[src/cwd_defines.svh]
// constants for the configuration word decoder
// ==========================================================
// How it works
// - programmed bit reads 0, unprogrammed reads 1; erased word is all ones.
// - word sits at 2007h in 2000h-3FFFh space, reachable only in programming mode.
// - protection pair repeats at word bits 13-8 and 5-4.
// - 2K memory: 11 none, 10 0400h-07FFh, 01 0200h-07FFh, 00 all.
// - 1K memory: 11,10 none, 01 0200h-03FFh, 00 0000h-03FFh.
// - 0.5K memory: only 00 protects 0000h-01FFh.
// - bit 7 is unimplemented and reads 0.
// - bit 6 high enables brown-out reset.
// - bit 3 high disables power-up delay; erased part still has it on, as bit 6 is high.
// - brown-out enable forces the power-up delay on.
// - bit 2 high enables the watchdog.
// - bits 1-0 pick oscillator: 11 RC, 10 HS, 01 XT, 00 LP.
// - enabled power-up delay holds reset 72 ms, after power-on or brown-out only.
// - brown-out reset lasts at least 72 ms.
// - start-up timer holds reset until crystal oscillator is stable.
// - sleep ends on external reset, watchdog wake-up or interrupt.
// - watchdog runs from its own RC oscillator.
// - crystal modes also accept an external clock on the oscillator pin.
// - start-up wait counts 1024 oscillator cycles after delay, crystal modes, POR/brown-out/wake only.
// - brown-out during power-up delay returns to brown-out and restarts delay.
`ifndef CWD_DEFINES_SVH
`define CWD_DEFINES_SVH
`define CWD_CFG_ADDR        14'h2007
`define CWD_TEST_BASE       14'h2000
`define CWD_WORD_ERASED     14'h3fff
`define CWD_WORD_MASK       14'h3f7f
`define CWD_BIT_UNIMPL      7
`define CWD_BIT_BOD         6
`define CWD_BIT_POWERUP_DELAY_TIMER_DIS    3
`define CWD_BIT_WDT         2
`define CWD_CLK_MHZ         100
`define CWD_POWERUP_DELAY_TIMER_MS         72
`define CWD_POWERUP_DELAY_TIMER_CYCLES     (`CWD_POWERUP_DELAY_TIMER_MS * 1000 * `CWD_CLK_MHZ)
`define CWD_OST_CYCLES      1024
`endif

[src/cwd_pkg.sv]
// types for the configuration word decoder
package cwd_pkg;
  typedef enum logic [1:0] {
    CWD_OSC_LP = 2'h0,
    CWD_OSC_XT = 2'h1,
    CWD_OSC_HS = 2'h2,
    CWD_OSC_RC = 2'h3
  } cwd_osc_t;
  typedef enum logic [1:0] {
    CWD_MEM_05K = 2'h0,
    CWD_MEM_1K  = 2'h1,
    CWD_MEM_2K  = 2'h2
  } cwd_mem_t;
  typedef enum {
    CWD_ST_HOLD,
    CWD_ST_POWERUP_DELAY_TIMER,
    CWD_ST_OST,
    CWD_ST_RUN,
    CWD_ST_SLEEP
  } cwd_state_t;
endpackage

[src/cwd_config_word_decode.sv]
// configuration word store, decode and reset-hold sequencing
`timescale 1ns/1ps
`default_nettype none
`include "cwd_defines.svh"
module cwd_config_word_decode #(
  parameter int unsigned POWERUP_DELAY_TIMER_CYCLES = `CWD_POWERUP_DELAY_TIMER_CYCLES
) (
  // clock and reset
  input  wire logic              clk_sys,
  input  wire logic              rstn,
  // programming port
  input  wire logic              prog_mode,
  input  wire logic [13:0]       prog_addr,
  input  wire logic              prog_wr,
  input  wire logic              prog_rd,
  input  wire logic [13:0]       prog_wdata,
  output logic      [13:0]       prog_rdata,
  output logic                   prog_rvalid,
  // reset and wake sources
  input  wire logic              por_event,
  input  wire logic              brownout_low,
  input  wire logic              ext_reset_n,
  input  wire logic              watchdog_wake,
  input  wire logic              irq_wake,
  input  wire logic              sleep_req,
  input  wire logic              osc_input_pin,
  input  wire logic              wdt_rc_tick,
  // device size strap
  input  wire cwd_pkg::cwd_mem_t mem_size,
  // decoded outputs
  output logic                   brownout_detect_enable,
  output logic                   powerup_delay_enable,
  output logic                   watchdog_enable_bit,
  output cwd_pkg::cwd_osc_t      osc_mode,
  output logic                   protect_valid,
  output logic      [10:0]       protect_lo,
  output logic                   protect_on,
  output logic                   ext_clock_allowed,
  output logic                   watchdog_tick,
  output logic                   device_reset,
  output logic                   sleeping
);
  // ==========================================================
  // synchronisers for pins
  logic [1:0] bo_s, ext_s, osc_s, rc_s;
  logic       osc_d, rc_d;
  always_ff @(posedge clk_sys or negedge rstn) begin
    if (!rstn) begin
      bo_s  <= 2'h0;
      ext_s <= 2'h3;
      osc_s <= 2'h0;
      rc_s  <= 2'h0;
      osc_d <= 1'b0;
      rc_d  <= 1'b0;
    end else begin
      bo_s  <= {bo_s[0], brownout_low};
      ext_s <= {ext_s[0], ext_reset_n};
      osc_s <= {osc_s[0], osc_input_pin};
      rc_s  <= {rc_s[0], wdt_rc_tick};
      osc_d <= osc_s[1];
      rc_d  <= rc_s[1];
    end
  end
  wire logic osc_rise = osc_s[1] & ~osc_d;
  // watchdog paced only by its own rc source, not the main oscillator
  assign watchdog_tick = rc_s[1] & ~rc_d & watchdog_enable_bit;

  // ==========================================================
  // non-volatile word
  logic [13:0] word_q;
  wire logic in_cfg = prog_mode && (prog_addr == `CWD_CFG_ADDR);
  // erased cells hold ones; bit 7 has no cell
  always_ff @(posedge clk_sys or negedge rstn) begin
    if (!rstn) begin
      word_q <= `CWD_WORD_ERASED;
    end else if (prog_wr && in_cfg) begin
      word_q <= prog_wdata;
    end
  end
  always_ff @(posedge clk_sys or negedge rstn) begin
    if (!rstn) begin
      prog_rvalid <= 1'b0;
    end else begin
      prog_rvalid <= prog_rd && prog_mode && (prog_addr >= `CWD_TEST_BASE);
    end
  end
  // any other address reads as zero rather than stale data
  always_ff @(posedge clk_sys or negedge rstn) begin
    if (!rstn) begin
      prog_rdata <= 14'h0000;
    end else if (prog_rd && in_cfg) begin
      prog_rdata <= word_q & `CWD_WORD_MASK;
    end else begin
      prog_rdata <= 14'h0000;
    end
  end

  // ==========================================================
  // decode, latched while device held in reset
  logic [1:0] pair;
  logic [2:0] copy_same;
  logic       pairs_same;
  assign pair = word_q[5:4];
  // one compare per upper copy of the protection pair
  for (genvar g = 0; g < 3; g++) begin : g_copy
    assign copy_same[g] = (word_q[8 + 2 * g +: 2] == pair);
  end
  assign pairs_same = &copy_same;

  // ==========================================================
  // protection range
  logic        prot_d;
  logic [10:0] lo_d;
  // lower bound only; the top is always the end of memory
  always_comb begin
    prot_d = 1'b0;
    lo_d   = 11'h000;
    unique case (mem_size)
      cwd_pkg::CWD_MEM_2K: begin
        unique case (pair)
          2'h0: prot_d = 1'b1;
          2'h1: begin
            prot_d = 1'b1;
            lo_d   = 11'h200;
          end
          2'h2: begin
            prot_d = 1'b1;
            lo_d   = 11'h400;
          end
          2'h3: prot_d = 1'b0;
        endcase
      end
      cwd_pkg::CWD_MEM_1K: begin
        unique case (pair)
          2'h0: prot_d = 1'b1;
          2'h1: begin
            prot_d = 1'b1;
            lo_d   = 11'h200;
          end
          2'h2: prot_d = 1'b0;
          2'h3: prot_d = 1'b0;
        endcase
      end
      cwd_pkg::CWD_MEM_05K: begin
        prot_d = (pair == 2'h0);
      end
      default: begin
        prot_d = 1'b0;
      end
    endcase
  end

  // ==========================================================
  // decoded fields
  // fields frozen outside reset; the reset-hold sequencer still reads word_q live, so run-time writes reach it
  always_ff @(posedge clk_sys or negedge rstn) begin
    if (!rstn) begin
      brownout_detect_enable <= 1'b1;
    end else if (device_reset) begin
      brownout_detect_enable <= word_q[`CWD_BIT_BOD];
    end
  end
  // brown-out detection is worthless without the delay behind it
  always_ff @(posedge clk_sys or negedge rstn) begin
    if (!rstn) begin
      powerup_delay_enable <= 1'b1;
    end else if (device_reset) begin
      powerup_delay_enable <= ~word_q[`CWD_BIT_POWERUP_DELAY_TIMER_DIS] | word_q[`CWD_BIT_BOD];
    end
  end
  always_ff @(posedge clk_sys or negedge rstn) begin
    if (!rstn) begin
      watchdog_enable_bit <= 1'b1;
    end else if (device_reset) begin
      watchdog_enable_bit <= word_q[`CWD_BIT_WDT];
    end
  end
  always_ff @(posedge clk_sys or negedge rstn) begin
    if (!rstn) begin
      osc_mode <= cwd_pkg::CWD_OSC_RC;
    end else if (device_reset) begin
      osc_mode <= cwd_pkg::cwd_osc_t'(word_q[1:0]);
    end
  end
  always_ff @(posedge clk_sys or negedge rstn) begin
    if (!rstn) begin
      protect_on    <= 1'b0;
      protect_lo    <= 11'h000;
      protect_valid <= 1'b1;
    end else if (device_reset) begin
      protect_on    <= prot_d & pairs_same;
      protect_lo    <= lo_d;
      protect_valid <= pairs_same;
    end
  end
  assign ext_clock_allowed = (osc_mode != cwd_pkg::CWD_OSC_RC);

  // ==========================================================
  // reset-hold sequencer
  cwd_pkg::cwd_state_t st_q;
  logic [31:0]         cnt_q;
  logic                por_pend_q;
  logic                sleeping_q;
  wire logic crystal   = (word_q[1:0] != 2'h3);
  wire logic bo_hit    = word_q[`CWD_BIT_BOD] & bo_s[1];
  wire logic powerup_delay_timer_on   = ~word_q[`CWD_BIT_POWERUP_DELAY_TIMER_DIS] | word_q[`CWD_BIT_BOD];
  wire logic restart   = por_event | bo_hit;
  wire logic powerup_delay_timer_done = (cnt_q >= POWERUP_DELAY_TIMER_CYCLES - 1);
  wire logic ost_done  = (cnt_q >= `CWD_OST_CYCLES);
  // power-on or brown-out restarts the whole hold from the beginning
  always_ff @(posedge clk_sys or negedge rstn) begin
    if (!rstn) begin
      st_q <= cwd_pkg::CWD_ST_HOLD;
    end else if (restart) begin
      st_q <= cwd_pkg::CWD_ST_HOLD;
    end else begin
      unique case (st_q)
        cwd_pkg::CWD_ST_HOLD: begin
          if (ext_s[1]) begin
            if (por_pend_q && powerup_delay_timer_on) begin
              st_q <= cwd_pkg::CWD_ST_POWERUP_DELAY_TIMER;
            end else if (por_pend_q && crystal) begin
              st_q <= cwd_pkg::CWD_ST_OST;
            end else begin
              st_q <= cwd_pkg::CWD_ST_RUN;
            end
          end
        end
        cwd_pkg::CWD_ST_POWERUP_DELAY_TIMER: begin
          if (!ext_s[1]) begin
            st_q <= cwd_pkg::CWD_ST_HOLD;
          end else if (powerup_delay_timer_done) begin
            st_q <= crystal ? cwd_pkg::CWD_ST_OST : cwd_pkg::CWD_ST_RUN;
          end
        end
        cwd_pkg::CWD_ST_OST: begin
          if (!ext_s[1]) begin
            st_q <= cwd_pkg::CWD_ST_HOLD;
          end else if (ost_done) begin
            st_q <= cwd_pkg::CWD_ST_RUN;
          end
        end
        cwd_pkg::CWD_ST_RUN: begin
          if (!ext_s[1]) begin
            st_q <= cwd_pkg::CWD_ST_HOLD;
          end else if (sleep_req) begin
            st_q <= cwd_pkg::CWD_ST_SLEEP;
          end
        end
        cwd_pkg::CWD_ST_SLEEP: begin
          if (!ext_s[1]) begin
            st_q <= cwd_pkg::CWD_ST_HOLD;
          end else if (watchdog_wake || irq_wake) begin
            st_q <= crystal ? cwd_pkg::CWD_ST_OST : cwd_pkg::CWD_ST_RUN;
          end
        end
        default: begin
          st_q <= cwd_pkg::CWD_ST_HOLD;
        end
      endcase
    end
  end
  // counter only advances in the two timed hold states
  always_ff @(posedge clk_sys or negedge rstn) begin
    if (!rstn) begin
      cnt_q <= 32'h0;
    end else if (restart || !ext_s[1]) begin
      cnt_q <= 32'h0;
    end else if (st_q == cwd_pkg::CWD_ST_POWERUP_DELAY_TIMER && !powerup_delay_timer_done) begin
      cnt_q <= cnt_q + 32'h1;
    end else if (st_q == cwd_pkg::CWD_ST_OST && !ost_done) begin
      if (osc_rise) begin
        cnt_q <= cnt_q + 32'h1;
      end
    end else begin
      cnt_q <= 32'h0;
    end
  end
  // delay is owed only after power-on or brown-out; start-up wait also follows a wake from sleep
  always_ff @(posedge clk_sys or negedge rstn) begin
    if (!rstn) begin
      por_pend_q <= 1'b1;
    end else if (restart) begin
      por_pend_q <= 1'b1;
    end else if (st_q == cwd_pkg::CWD_ST_RUN) begin
      por_pend_q <= 1'b0;
    end
  end

  // ==========================================================
  // run flags
  // after a wake the start-up wait does not reset the core
  assign device_reset = (st_q == cwd_pkg::CWD_ST_HOLD) || (st_q == cwd_pkg::CWD_ST_POWERUP_DELAY_TIMER)
                        || (st_q == cwd_pkg::CWD_ST_OST && !sleeping_q);
  always_ff @(posedge clk_sys or negedge rstn) begin
    if (!rstn) begin
      sleeping_q <= 1'b0;
    end else if (st_q == cwd_pkg::CWD_ST_SLEEP) begin
      sleeping_q <= 1'b1;
    end else if (st_q != cwd_pkg::CWD_ST_OST) begin
      sleeping_q <= 1'b0;
    end
  end
  assign sleeping = sleeping_q | (st_q == cwd_pkg::CWD_ST_SLEEP);
endmodule
`default_nettype wire

[config.mk]
export PLATFORM = sky130hd
export DESIGN_NAME = cwd_config_word_decode
export DESIGN_NICKNAME = d
export VERILOG_FILES = /design/src/cwd_pkg.sv /design/src/cwd_config_word_decode.sv
export VERILOG_INCLUDE_DIRS = /design/src
export SDC_FILE = /design/constraint.sdc
export NUM_CORES = 1
export LEC_CHECK = 0
export ABC_AREA = 1
export BUFFER_PORTS_ARGS = -buffer_cell sky130_fd_sc_hd__buf_4
export CAP_MARGIN = 20
export CORE_UTILIZATION = 28
export CTS_CLUSTER_SIZE = 14
export DETAILED_ROUTE_END_ITERATION = 10
export GPL_TIMING_DRIVEN = 0
export PLACE_DENSITY = 0.59
export SLEW_MARGIN = 20
export SYNTH_ARGS = -nofsm -noshare
export SYNTH_HDL_FRONTEND = slang
export SYNTH_SLANG_ARGS = --single-unit
[constraint.sdc]
create_clock -name clk_sys -period 1.7 [get_ports clk_sys]
set_clock_uncertainty 0.2 [all_clocks]
set_input_delay 0.17 -clock clk_sys [delete_from_list [all_inputs] [get_ports clk_sys]]
set_output_delay 0.17 -clock clk_sys [all_outputs]
set_load 0.01 [all_outputs]
# Yosys cells after proc, flatten, opt, wreduce, memory -nomap -nowiden
# Cells that the tools add are included.
# totals
regBits,123
latchBits,0
mem_bits_rw,0
mem_bits_ro,0
out_inout_bits,37
wordCells,119
mem_count,0
# classes
addsub,1
multipliers,0
div_mod_pow,0
magnitude_cmp,3
n_eq_ne,26
shift,0
muxes,29
n_bitwise,11
reduce_logical,29
# ops
cell,n
32-bit two-way mux,14
32-bit one-hot mux with 5 select lines,1
"32-bit by 2-bit equality test with 1-bit output, second input constant",3
"32-bit by 3-bit equality test with 1-bit output, second input constant",3
32-bit zero test,2
11-bit one-hot mux with 2 select lines,2
"32-bit by 1-bit adder with 32-bit output, second input constant",1
"32-bit by 1-bit equality test with 1-bit output, second input constant",1
"32-bit by 4-bit equality test with 1-bit output, second input constant",1
"32-bit by 11-bit greater-or-equal comparator with 1-bit output, second input constant",1
"32-bit by 23-bit greater-or-equal comparator with 1-bit output, second input constant",1
"32-bit by 3-bit inequality test with 1-bit output, second input constant",1
"4-bit inequality test, second input constant",5
"14-bit equality test, second input constant",1
"14-bit greater-or-equal comparator, second input constant",1
14-bit two-way mux,1
1-bit logical AND,10
10-bit two-way mux,1
2-bit equality test,3
"2-bit equality test, second input constant",3
1-bit two-way mux,6
1-bit AND,5
5-bit AND reduction,1
"2-bit by 1-bit equality test with 1-bit output, second input constant",2
14 further kinds,29

# Longest topological paths before layout
# Gate-level depths: netlist of the first run.
# depth
ltp_word,7
depth_mapped,12
depth_no_buf,11

# Worst setup path after synthesis of the first run
# OpenSTA, ideal clock, no wires.
# synth_path
kind,register to register
from,reg cnt_q[0]
to,reg cnt_q[20]
setup_time_ps,119
arrival_time_ps,1412
required_time_ps,1381
slack_ps,-31
stages_incl_launch_ff,11
synth_period_minus_slack_ps,1731
path_cell_list,dfrtp_1 ha_1 nand2_1 nor3_2 nand2_1 nor2_1 nand2_1 nor2_1 nand3_1 nand2_1 nor2_1
# synth_via
elab_chain_cells,6
# synth_rtl
item,line,source
from (decl),cwd_config_word_decode.sv:201,logic [31:0] cnt_q;
from (signal assigned),cwd_config_word_decode.sv:270,cnt_q <= cnt_q + 32'h1;
from (signal assigned),cwd_config_word_decode.sv:273,cnt_q <= cnt_q + 32'h1;
32-bit by 11-bit greater-or-equal comparator with 1-bit output (no source line),n/a,
1-bit zero test,cwd_config_word_decode.sv:271,end else if (st_q == cwd_pkg::CWD_ST_OST && !ost_done) begin
1-bit logical AND,cwd_config_word_decode.sv:271,
32-bit two-way mux,cwd_config_word_decode.sv:271,
32-bit two-way mux,cwd_config_word_decode.sv:269,end else if (st_q == cwd_pkg::CWD_ST_POWERUP_DELAY_TIMER && !powerup_delay_timer_done) begin
32-bit two-way mux,cwd_config_word_decode.sv:267,end else if (restart || !ext_s[1]) begin
# Parallel ways exist; a longest one is shown, timed or not. The select of a mux whose other input is x is not followed.
# A chain may end at the register's enable or synchronous reset.

# Final worst setup path of the first run
# layout_path
from,reg st_q[2]
to,out device_reset
# layout_via
elab_chain_cells,3
# layout_rtl
item,line,source
from (decl),cwd_config_word_decode.sv:200,cwd_pkg::cwd_state_t st_q;
from (signal assigned),cwd_config_word_decode.sv:213,st_q <= cwd_pkg::CWD_ST_HOLD;
from (signal assigned),cwd_config_word_decode.sv:215,st_q <= cwd_pkg::CWD_ST_HOLD;
from (signal assigned),cwd_config_word_decode.sv:221,st_q <= cwd_pkg::CWD_ST_POWERUP_DELAY_TIMER;
"32-bit by 2-bit equality test with 1-bit output, or another cell as far along",cwd_config_word_decode.sv:293,assign device_reset = (st_q == cwd_pkg::CWD_ST_HOLD) || (st_q == cwd_pkg::CWD_ST_POWERUP_DELAY_TIMER)
1-bit logical OR or 1-bit logical AND (tied branches),"cwd_config_word_decode.sv:293, cwd_config_word_decode.sv:294",
1-bit logical OR (*),cwd_config_word_decode.sv:294,|| (st_q == cwd_pkg::CWD_ST_OST && !sleeping_q);
to (decl),cwd_config_word_decode.sv:40,"output logic device_reset,"
# Every way passes the cells marked *; elsewhere a longest branch is shown, timed or not.

==> Implementation_results.wiki, run 1 <==
{| class="wikitable"
! Metric !! Value
|-
| Clk root buf || clkbuf_16
|-
| Multiplexer area fraction after synthesis || 0%
|-
| Count of yosys warnings during synthesis || 0
|-
| Total length of routed wires || 10500 µm
|-
| Setup repair after global routing missed its margin || yes
|-
| Post-synthesis cell count || 495
|-
| Adder and majority cell fraction of the synthesized area || 1.87%
|-
| Setup TNS after final layout || -3.94 ns
|-
| Timing-limited maximum frequency || 0.523 GHz
|-
| Detailed-routing iteration count for the pre-antenna-repair pass || 4
|-
| Most area-hungry cell type in the Yosys netlist || dfrtp_1
|-
| Sort of element at the start of the critical path || flip-flop
|-
| WP data required || 1.33 ns
|-
| FILL cells || 1335
|-
| Global-route wire length before repair || 17300 µm
|-
| Placeable core region || 13900 µm²
|-
| Fraction of registers with async set/reset || 100%
|-
| Worst-skew pair later-pin latency || 0.34 ns
|-
| Die ar. || 14800 µm²
|-
| Maximum fanout encountered on the critical timing path || 3
|-
| Antenna Nets Post-Route || 0
|-
| Final estimated routing congestion in global placement || 0.810
|-
| Worst path bufs/invs || 4
|-
| Register bit total from synthesis || 83
|-
| Most frequent cells after synthesis || 106 x nand2_1, 91 x nor2_1, 76 x inv_1
|-
| Simple-Gate Fraction of Synth Area || 28.1%
|-
| Via count of the first global-routing pass || 3722
|-
| Initial antenna violation count || 0
|-
| Boundary pin count || 80
|-
| Maximum number of pins on one net before global-route repair || 84
|-
| Count of input and output buffers || 68
|-
| Detailed Place HPWL || 6560 µm
|-
| Num CTS Buffers || 9
|-
| Worst vdd rail ir drop || 0.558 mV
|-
| Final critical-path required period || 1.91 ns
|-
| Number of distinct library cells after synthesis || 34
|-
| Kind of path behind the tightest hold check || input pin to flip-flop
|-
| Dominant combinational cell family by area after synthesis || simple AND/OR/NAND/NOR gates
|-
| Count of endpoints failing setup in the final report || 33
|-
| N_diodes || 0
|-
| Synth-to-Final Area Change || 50.0%
|-
| Type of element capturing the critical path || primary output
|-
| Total clock sinks || 83
|-
| Standard-cell row count || 43
|-
| WL/cell || 12.6 µm
|-
| Outcome || complete, but fails checks
|-
| Post-synth EDFFs || 0
|-
| Area fraction in compound gates after synthesis || 6.81%
|-
| Mean Syn Cell Area || 8.09 µm²
|-
| Core occupancy in the finished layout || 43.1%
|-
| Worst endpoint data arrival time || 1.54 ns
|-
| Crit share post-route || 113%
|-
| Share of cells above drive strength 1 || 34.9%
|-
| Die Wd || 122 µm
|-
| Cell at the slowest stage of the critical path || dfrtp_2
|-
| Violations in the final reports || setup timing
|-
| CTS tree || yes
|-
| Via count || 3741
|-
| Leak || 2.83 nW
|-
| Synth area leaders || dfrtp_1 38%, dfstp_2 14%, nand2_1 9.9%
|-
| Synth top area share || 38.1%
|-
| Die boundary height || 122 µm
|-
| Classification of the worst setup path || flip-flop to primary output
|-
| Ordered cell list for the critical path || nor3_4 > buf_6 > inv_4 > o22ai_4 > buf_6 > buf_6
|-
| XOR/XNOR share of the synthesized area || 0%
|-
| GR Overflow Total || 0
|-
| Via density per instance || 4.47
|-
| Max Root-Sink Buffers || 2
|-
| Tightest Pin Transition || 0.746 ns
|-
| Most frequent cell after synthesis || nand2_1
|-
| Kind of cell adding the most delay to the critical path || flip-flops
|-
| Mapped cell area || 4010 µm²
|-
| Number of DRC violations after detailed-routing iteration 0 || 164
|-
| Predominant post-synthesis flop cell || dfrtp_1
|-
| Critical path's most frequent cell || buf_6
|-
| Highest cell delay on the worst timing path || 0.43 ns
|-
| Power per cell area || 805 nW/µm²
|-
| Sequential element share of the synthesized area || 52.5%
|-
| Rel. slew slack || 50.3%
|-
| Max-capacitance violation count || 0
|-
| Count of pins over their slew limit || 0
|-
| H-tree Lvls || 3
|-
| Initial Utilization || 28.7%
|-
| Clock transition at the registers of the reported paths || 0.06 ns
|-
| Total DRC errors in the routed layout || 0
|-
| Global-route usage over all layers || 14.8%
|-
| Final Hold Vio Count || 0
|-
| Final worst setup slack || -0.213 ns
|-
| Number of nets in the layout || 700
|}
## layout make-up
| class | count | area [µm²] | share of cell area (%) |
|---|---|---|---|
| clock buffer | 11 | 233 | 3.87 |
| multi-input combinational | 333 | 1810 | 30.2 |
| sequential | 83 | 2110 | 35.2 |
| clock inverter | 5 | 62.6 | 1.04 |
| tap | 180 | 225 | 3.75 |
| buffer | 19 | 165 | 2.75 |
| timing repair buffer | 128 | 1100 | 18.4 |
| inverter | 77 | 292 | 4.85 |
## final timing paths
check | from | endpoint | slack [ns] | cells past startpoint
setup / recovery | st_q[2] | device_reset | -0.21 | 6
hold / removal | prog_wr | word_q[4] | 0.08 | 4
setup reg to reg | cnt_q[0] | cnt_q[20] | -0.18 | 10
hold reg to reg | osc_s[0] | osc_s[1] | 0.15 | 0
max in group asynchronous | rstn | st_q[2] | 0.50 | 2
min in group asynchronous | rstn | cnt_q[7] | 0.24 | 2
## cells in the final DEF, fill, tap and decap left out, types with 4 or more instances in the layout
cell,count
nand4_1,8
dfstp_2,22
nand2_4,4
dfrtp_2,7
o22ai_1,5
nor2_2,13
clkbuf_16,10
clkbuf_1,5
conb_1,19
nand3_1,27
ha_1,5
inv_1,73
nor2_1,76
buf_6,16
nor2_4,5
nand2_2,14
nand3_4,5
nand2_1,89
o21ai_0,16
a21oi_1,17
a21oi_2,5
dfrtp_1,54
nand3_2,4
dlygate4sd3_1,24
buf_4,98
## through the flow
stage,setup slack [ns],total power [W],cell area (µm²),instances,hold slack [ns]
floorplan,0.0118,0.00240,4070,513,-0.326
global placement,-0.337,0.00264,4810,761,0.0811
detailed placement,-0.376,0.00266,4810,761,0.0806
CTS,-0.141,0.00478,5670,824,-0.00182
global route,-0.275,0.00504,6010,836,0.0929
finish,-0.213,0.00483,6010,836,0.0767
## cells by family (layout without fill, tap and decap cells)
kind of cell	Yosys count	after routing
AOI/OAI and AO/OA	49	49
adders and majority gates	6	6
buffers and inverters	97	240
DFF	83	83
other	1	19
and+or+nand+nor	259	259
## worst min-delay path, stage by stage
cell and delay [ns]:
buf_4 0.12, nand3_2 0.17, nand2_1 0.06, o21ai_0 0.06
## power by group
part           internal (W)  switching, W  total (W)
sequential          0.00208     0.0000579    0.00213
clock               0.00115      0.000809    0.00196
combinational      0.000372      0.000371   0.000743
## state kept, by name, summed over array words and instances, names as in the netlist, 2 cells and up
name	flops
cnt_q	32
prog_rdata	13
word_q	13
st_q	3
bo_s	2
ext_s	2
osc_mode	2
osc_s	2
protect_lo	2
rc_s	2
## layer usage
layer | global-route usage (%) | wire length [µm] | up-vias
met5 | 0 | 0 | -
met4 | 5.09 | 164 | 0
met3 | 4.21 | 550 | 16
met2 | 26.0 | 5490 | 92
met1 | 17.2 | 4310 | 1809
li1 | - | - | 1824
## what timing repair did
item,in CTS,in global routing
setup endpoints to repair,36,45
gates cloned,1,2
gates resized for setup,43,61
hold buffers,25,0
pin swaps,11,20
setup buffers,22,11
endpoints found under the hold margin,85,0
Note: power is estimated with default switching activity, not from simulation.
==> run 2, diff against run 1 <==
--- a/config.mk
+++ b/config.mk
@@ -9,11 +9,12 @@
 export ABC_AREA = 1
 export BUFFER_PORTS_ARGS = -buffer_cell sky130_fd_sc_hd__buf_4
 export CAP_MARGIN = 20
+export CORE_MARGIN = 10
 export CORE_UTILIZATION = 28
 export CTS_CLUSTER_SIZE = 14
 export DETAILED_ROUTE_END_ITERATION = 10
 export GPL_TIMING_DRIVEN = 0
-export PLACE_DENSITY = 0.59
+export PLACE_DENSITY = 0.57
 export SLEW_MARGIN = 20
 export SYNTH_ARGS = -nofsm -noshare
 export SYNTH_HDL_FRONTEND = slang
==> constraint.sdc (replaced) <==
create_clock -name clk_sys -period 2.35 [get_ports clk_sys]
set_clock_uncertainty 0.2 [all_clocks]
set_input_delay 0.235 -clock clk_sys [delete_from_list [all_inputs] [get_ports clk_sys]]
set_output_delay 0.235 -clock clk_sys [all_outputs]
set_load 0.01 [all_outputs]
==> run 2 against run 1 <==
- the run now ends clean
- critical path depth unchanged
- via count decreased by 7.1%
- setup slack gained 0.41 ns
- core utilization shrank 4.9 points
- sequential share of layout area increased by 4.4 points
- die area up 32%
- sequential cell count is the same
- final cell count decreased by 4.4%
- sequential power is 27% lower
- non-clock buffer count down 37
- largest cell class unchanged
==> Implementation_results.wiki, run 2 (synthesized netlist as in run 1, its figures left out) <==
{| class="wikitable"
! Metric !! Value
|-
| Outcome || finished clean
|-
| Clock transition at the registers of the reported paths || 0.06 ns (about the same)
|-
| Maximum fanout encountered on the critical timing path || 10 (+7)
|-
| Count of pins over their slew limit || 0 (unchanged)
|-
| CTS tree || yes
|-
| GR Overflow Total || 0 (unchanged)
|-
| Highest-count cells in the layout ignoring fill and taps || 106 x nand2_1, 91 x nor2_1, 79 x buf_4, 76 x inv_1, 61 x dfrtp_1
|-
| Synth-to-Final Area Change || 32.9%
|-
| Rel. slew slack || 49.3% (-0.95 points)
|-
| Highest cell delay on the worst timing path || 0.48 ns (+0.05 ns)
|-
| Registers with the most flip-flops || cnt_q (32), prog_rdata (13), word_q (13)
|-
| Fraction of power consumed by combinational cells || 12.2% (-3.2 points)
|-
| Number of nets in the layout || 663 (-5.3%)
|-
| Cell at the slowest stage of the critical path || dfrtp_1
|-
| Ordered cell list for the critical path || inv_2 > nor3_4 > inv_1 > o22ai_4 > buf_4 > buf_4
|-
| Num CTS Buffers || 9 (unchanged)
|-
| Maximum number of pins on one net before global-route repair || 84 (unchanged)
|-
| Global-route wire length before repair || 17300 µm (+0.40%)
|-
| Internal || 0.00241 W (-33%)
|-
| Switch share || 25.9% (+0.24 points)
|-
| Critical path's most frequent cell || buf_4
|-
| Worst endpoint data arrival time || 1.72 ns (+0.18 ns)
|-
| WL/cell || 12.6 µm (+0.43%)
|-
| Standard-cell row count || 43 (unchanged)
|-
| Initial antenna violation count || 0 (unchanged)
|-
| Via density per instance || 4.35 (-2.8%)
|-
| Worst vdd rail ir drop || 0.485 mV (-13%)
|-
| Max Root-Sink Buffers || 2 (unchanged)
|-
| Die Wd || 140 µm (+15%)
|-
| Die ar. || 19500 µm² (+32%)
|-
| Count of endpoints failing setup in the final report || 0 (-100%)
|-
| Proportion of power drawn by flip-flops and latches || 47.5% (+3.3 points)
|-
| Clk root buf || clkbuf_16
|-
| Setup Slack @ Placement || 0.234 ns (+0.610 ns)
|-
| Final Hold Vio Count || 0 (unchanged)
|-
| Worst-skew pair later-pin latency || 0.34 ns (about the same)
|-
| N_diodes || 0 (unchanged)
|-
| Die boundary height || 140 µm (+15%)
|-
| Power per cell area || 611 nW/µm² (-24%)
|-
| Initial Utilization || 28.7% (unchanged)
|-
| Leak || 2.52 nW (-11%)
|-
| WP data required || 1.91 ns (+0.58 ns)
|-
| Setup repair after global routing missed its margin || no
|-
| Kind of path behind the tightest hold check || input pin to flip-flop
|-
| Launch point of the critical path || st_q[1]
|-
| Placeable core region || 13900 µm² (unchanged)
|-
| Via count || 3477 (-7.1%)
|-
| Start point of the worst min-delay path || prog_rd
|-
| Via count of the first global-routing pass || 3664 (-1.6%)
|-
| Max-capacitance violation count || 0 (unchanged)
|-
| Global-route usage over all layers || 10.7% (-4.1 points)
|-
| Total DRC errors in the routed layout || 0 (unchanged)
|-
| Boundary pin count || 80 (unchanged)
|-
| Antenna Nets Post-Route || 0 (unchanged)
|-
| H-tree Lvls || 3 (unchanged)
|-
| Count of input and output buffers || 68 (unchanged)
|-
| Timing-limited maximum frequency || 0.465 GHz
|-
| Detailed Place HPWL || 7260 µm (+11%)
|-
| Switching power total || 0.000840 W (-32%)
|-
| Tightest Pin Transition || 0.760 ns (+0.0143 ns)
|-
| Final critical-path required period || 2.15 ns
|-
| Clock share of power || 40.3% (-0.2 points)
|-
| Register with the highest flop count || cnt_q
|-
| Number of DRC violations after detailed-routing iteration 0 || 185 (+13%)
|-
| Share of cells above drive strength 1 || 22.6% (-12 points)
|-
| Commonest non-fill, non-tap cell in the layout || nand2_1
|-
| Crit share post-route || 91.6%
|-
| FF-to-FF Start || cnt_q[0]
|-
| Sort of element at the start of the critical path || flip-flop
|-
| Total length of routed wires || 10100 µm (-4.0%)
|-
| Number of flip-flops under the largest register name || 32 (unchanged)
|-
| Classification of the worst setup path || flip-flop to primary output
|-
| Detailed-routing iteration count for the pre-antenna-repair pass || 4 (unchanged)
|-
| Final worst setup slack || 0.197 ns (+0.410 ns)
|-
| Setup TNS after final layout || 0 ns (+3.94 ns)
|-
| Total clock sinks || 83 (unchanged)
|-
| Final estimated routing congestion in global placement || 0.832 (+2.7%)
|-
| Type of element capturing the critical path || primary output
|}
==> run 2: changes by cell type in the layout (fill, tap and decap cells not counted), moves of 5 or more <==
cell,before,now
buf_6,16,3
nor2_2,13,2
buf_4,98,79
a21oi_1,17,22
dfrtp_1,54,61
nand2_1,89,106
dfrtp_2,7,0
nor2_1,76,91
nand2_2,14,1
==> run 2: worst max-delay path, delay by kind of cell (launching register included) <==
family	cells	cell delay [ns]
buffers and inverters	4	0.55
flip-flops	1	0.48
AND/OR/NAND/NOR	1	0.17
AO/OA/AOI/OAI	1	0.17
==> run 2: path summary, 6_finish.rpt <==
check	to	slack, ns	cells past startpoint
worst max-delay path	device_reset	0.20	6
worst min-delay path	prog_rdata[0]	0.05	3
worst max register to register	cnt_q[20]	0.35	10
worst min register to register	bo_s[1]	0.15	0
max in group asynchronous	sleeping_q	1.12	2
min in group asynchronous	cnt_q[5]	0.31	2
==> run 2: power groups by stage <==
stage,sequential [W],combinational (W),clock (W)
4_1_cts,0.00155,0.000398,0.00135
5_1_grt,0.00155,0.000442,0.00141
3_3_place_gp,0.00157,0.000347,0
3_5_place_dp,0.00157,0.000356,0
6_report,0.00155,0.000395,0.00131
2_1_floorplan,0.00157,0.000162,0
==> run 2: area by class of cell <==
class                   count  area [µm²]
inverters                  77         289
clock inverters             5        38.8
fillers                  1438        8610
multi-input cells         333        1570
flip-flops and latches     83        2100
repair buffers             90         732
well taps                 180         225
plain buffers              20         135
clock buffers              11         233
==> run 2: routing by layer <==
| layer | wire [µm] | share of wire, % | vias up | global-route usage, % |
|---|---|---|---|---|
| li1 | - | - | 1744 | - |
| met1 | 4340 | 43 | 1650 | 11.8 |
| met2 | 4950 | 49 | 73 | 18.1 |
| met3 | 640 | 6.3 | 10 | 4.39 |
| met4 | 162 | 1.6 | 0 | 3.75 |
| met5 | 0 | 0 | - | 0 |
==> run 2: metrics by stage <==
stage                     total power, W  util [%]  std cells  cell area, µm²  hold slack [ns]
after floorplan                  0.00174         -        513            4070           -0.261
final                            0.00325      38.2        799            5320           0.0470
after detailed placement         0.00192      34.5        761            4810            0.136
after global routing             0.00341      38.2        799            5320           0.0455
after CTS                        0.00329      38.1        799            5310           0.0343
after global placement           0.00191      34.5        761            4810            0.135
==> run 2: repair_timing <==
item	4_1_cts	5_1_grt
resized for setup	2	2
buffers inserted	1	0
pin swaps	1	0
setup endpoints to repair	1	13
hold buffers	21	0
hold endpoints to repair	80	0
==> run 3, diff against run 2 <==
--- a/config.mk
+++ b/config.mk
@@ -10,11 +10,11 @@
 export BUFFER_PORTS_ARGS = -buffer_cell sky130_fd_sc_hd__buf_4
 export CAP_MARGIN = 20
 export CORE_MARGIN = 10
-export CORE_UTILIZATION = 28
+export CORE_UTILIZATION = 59
 export CTS_CLUSTER_SIZE = 14
 export DETAILED_ROUTE_END_ITERATION = 10
 export GPL_TIMING_DRIVEN = 0
-export PLACE_DENSITY = 0.57
+export PLACE_DENSITY = 0.95
 export SLEW_MARGIN = 20
 export SYNTH_ARGS = -nofsm -noshare
 export SYNTH_HDL_FRONTEND = slang
==> run 3 against run 2 <==
- clock power decreased by 21%
- hold slack got worse by 0.032 ns
- die area decreased by 46%
- combinational power about the same
- register-to-register slack got worse by 0.02 ns
- count of clock-buffer cells in the layout increased by 2
- power decreased by 8.3%
- setup slack got worse by 0.11 ns
==> Implementation_results.wiki, run 3 (synthesized netlist as in run 1, its figures left out) <==
{| class="wikitable"
! Metric !! Value
|-
| Outcome || finished clean
|-
| Total length of routed wires || 10700 µm (+5.5%)
|-
| Highest-count cells in the layout ignoring fill and taps || 106 x nand2_1, 91 x nor2_1, 80 x buf_4, 76 x inv_1, 60 x dfrtp_1
|-
| Total DRC errors in the routed layout || 0 (unchanged)
|-
| Synth-to-Final Area Change || 27.4%
|-
| Crit share post-route || 96.4% (+4.8 points)
|-
| CTS tree || yes
|-
| Initial Utilization || 62.0% (+33 points)
|-
| Antenna Nets Post-Route || 0 (unchanged)
|-
| Critical path's most frequent cell || buf_4
|-
| Final worst setup slack || 0.0836 ns (-0.114 ns)
|-
| Via count of the first global-routing pass || 3720 (+1.5%)
|-
| Via density per instance || 5.21 (+20%)
|-
| Kind of path behind the tightest hold check || input pin to flip-flop
|-
| FILL cells || 412 (-71%)
|-
| Total clock sinks || 83 (unchanged)
|-
| GR Overflow Total || 0 (unchanged)
|-
| Boundary pin count || 80 (unchanged)
|-
| H-tree Lvls || 3 (unchanged)
|-
| Setup repair after global routing missed its margin || no
|-
| Standard-cell row count || 29 (-33%)
|-
| Count of pins over their slew limit || 0 (unchanged)
|-
| Number of non-filler instances in the completed layout || 696 (-13%)
|-
| Highest cell delay on the worst timing path || 0.47 ns (about the same)
|-
| Detailed-routing iteration count for the pre-antenna-repair pass || 7 (+3)
|-
| Detailed Place HPWL || 7210 µm (-0.76%)
|-
| Classification of the worst setup path || flip-flop to primary output
|-
| Power per cell area || 584 nW/µm² (-4.4%)
|-
| Count of endpoints failing setup in the final report || 0 (unchanged)
|-
| Core occupancy in the finished layout || 79.0% (+41 points)
|-
| Setup TNS after final layout || 0 ns (unchanged)
|-
| Placed cell count || 658 (-14%)
|-
| Timing-limited maximum frequency || 0.441 GHz (-5.0%)
|-
| Leak || 2.48 nW (-1.5%)
|-
| Global-route wire length before repair || 17600 µm (+1.8%)
|-
| Rel. slew slack || 33.2% (-16 points)
|-
| Multi-input gate area in the final layout || 1550 µm² (-0.72%)
|-
| Share of cells above drive strength 1 || 22.3% (-0.32 points)
|-
| Tightest Pin Transition || 1.00 ns (+0.242 ns)
|-
| Worst-skew pair later-pin latency || 0.35 ns (about the same)
|-
| Via count || 3626 (+4.3%)
|-
| Total area of sequential cells || 2110 µm² (about the same)
|-
| Final estimated routing congestion in global placement || 0.957 (+15%)
|-
| Kind of cell adding the most delay to the critical path || buffers and inverters
|-
| Final critical-path required period || 2.27 ns (+0.114 ns)
|-
| Count of input and output buffers || 68 (unchanged)
|-
| WP data required || 1.91 ns (about the same)
|-
| WL/cell || 15.3 µm (+21%)
|-
| Register with the highest flop count || cnt_q
|-
| Worst vdd rail ir drop || 0.509 mV (+4.9%)
|-
| Die boundary height || 102 µm (-27%)
|-
| Worst endpoint data arrival time || 1.83 ns (+0.11 ns)
|-
| Ordered cell list for the critical path || nor3_4 > inv_1 > o22ai_4 > buf_4 > buf_4
|-
| Num CTS Buffers || 9 (unchanged)
|-
| Placeable core region || 6460 µm² (-54%)
|-
| Total power after layout || 0.00298 W (-8.3%)
|-
| Die Wd || 102 µm (-27%)
|-
| Clk root buf || clkbuf_8
|-
| Worst path bufs/invs || 3 (-1)
|-
| Max-capacitance violation count || 0 (unchanged)
|-
| Registers with the most flip-flops || cnt_q (32), prog_rdata (13), word_q (13)
|-
| Max Root-Sink Buffers || 2 (unchanged)
|-
| Final Hold Vio Count || 0 (unchanged)
|-
| Global-route usage over all layers || 21.5% (+11 points)
|-
| Number of nets in the layout || 663 (unchanged)
|-
| Number of DRC violations after detailed-routing iteration 0 || 208 (+12%)
|-
| Maximum fanout encountered on the critical timing path || 10 (unchanged)
|-
| Sort of element at the start of the critical path || flip-flop
|-
| Die ar. || 10500 µm² (-46%)
|-
| Commonest non-fill, non-tap cell in the layout || nand2_1
|-
| Initial antenna violation count || 0 (unchanged)
|-
| Number of flip-flops under the largest register name || 32 (unchanged)
|-
| Cell at the slowest stage of the critical path || dfrtp_1
|-
| Setup Slack @ Placement || 0.237 ns (+0.00322 ns)
|-
| Maximum number of pins on one net before global-route repair || 84 (unchanged)
|-
| N_diodes || 0 (unchanged)
|-
| Clock transition at the registers of the reported paths || 0.08 ns (+0.02 ns)
|-
| Type of element capturing the critical path || primary output
|}
-- run 3: cell type report --
type | instances | share of cell area [%]
Inverter | 77 | 5.66
Buffer | 20 | 2.65
Tap cell | 77 | 1.89
Multi-Input combinational cell | 333 | 30.4
Sequential cell | 83 | 41.3
Clock buffer | 13 | 2.92
Clock inverter | 3 | 0.907
Timing Repair Buffer | 90 | 14.3
-- run 3: worst min-delay path, cell delays in order --
cell and delay [ns]:
buf_4 0.07, or2_2 0.09, nor3_1 0.05, inv_1 0.05, nand2_1 0.04
-- run 3: stage by stage --
step                      hold slack (ns)  area (µm²)
after detailed placement            0.136        4680
after CTS                         0.00513        5100
after global placement              0.135        4680
after floorplan                    -0.261        4070
final                              0.0148        5100
after global routing               0.0263        5100
-- run 3: path summary, 6_finish.rpt --
path                       slack, ns  depth (start not counted)     startpoint           end
setup / recovery                0.08                          5        st_q[2]  device_reset
max in group asynchronous       0.90                          2           rstn       st_q[1]
setup reg to reg                0.33                         11       cnt_q[0]      cnt_q[0]
min in group asynchronous       0.39                          2           rstn         osc_d
hold reg to reg                 0.15                          0        rc_s[0]       rc_s[1]
hold / removal                  0.01                          5  watchdog_wake       st_q[2]
-- run 3: where the power goes --
group | internal, W | switching, W | total, W
combinational | 0.000188 | 0.000208 | 0.000396
clock | 0.000526 | 0.000508 | 0.00103
sequential | 0.00150 | 0.0000507 | 0.00155
total | 0.00221 | 0.000767 | 0.00298
-- run 3: per-layer routing --
layer  GRT usage [%]  share of wire, %  vias to the layer above
met2            39.7                54                      155
met4            8.24               2.7                        0
met1            21.4                35                     1696
met5               0                 0                        -
met3            7.96               8.8                       32
li1                -                 -                     1743
-- run 3: repair_timing --
| item | 4_1_cts | 5_1_grt |
|---|---|---|
| resized for setup | 3 | 0 |
| hold buffers | 21 | 0 |
| endpoints found under the setup margin | 1 | 0 |
| buffers inserted | 1 | 0 |
| hold endpoints to repair | 80 | 0 |
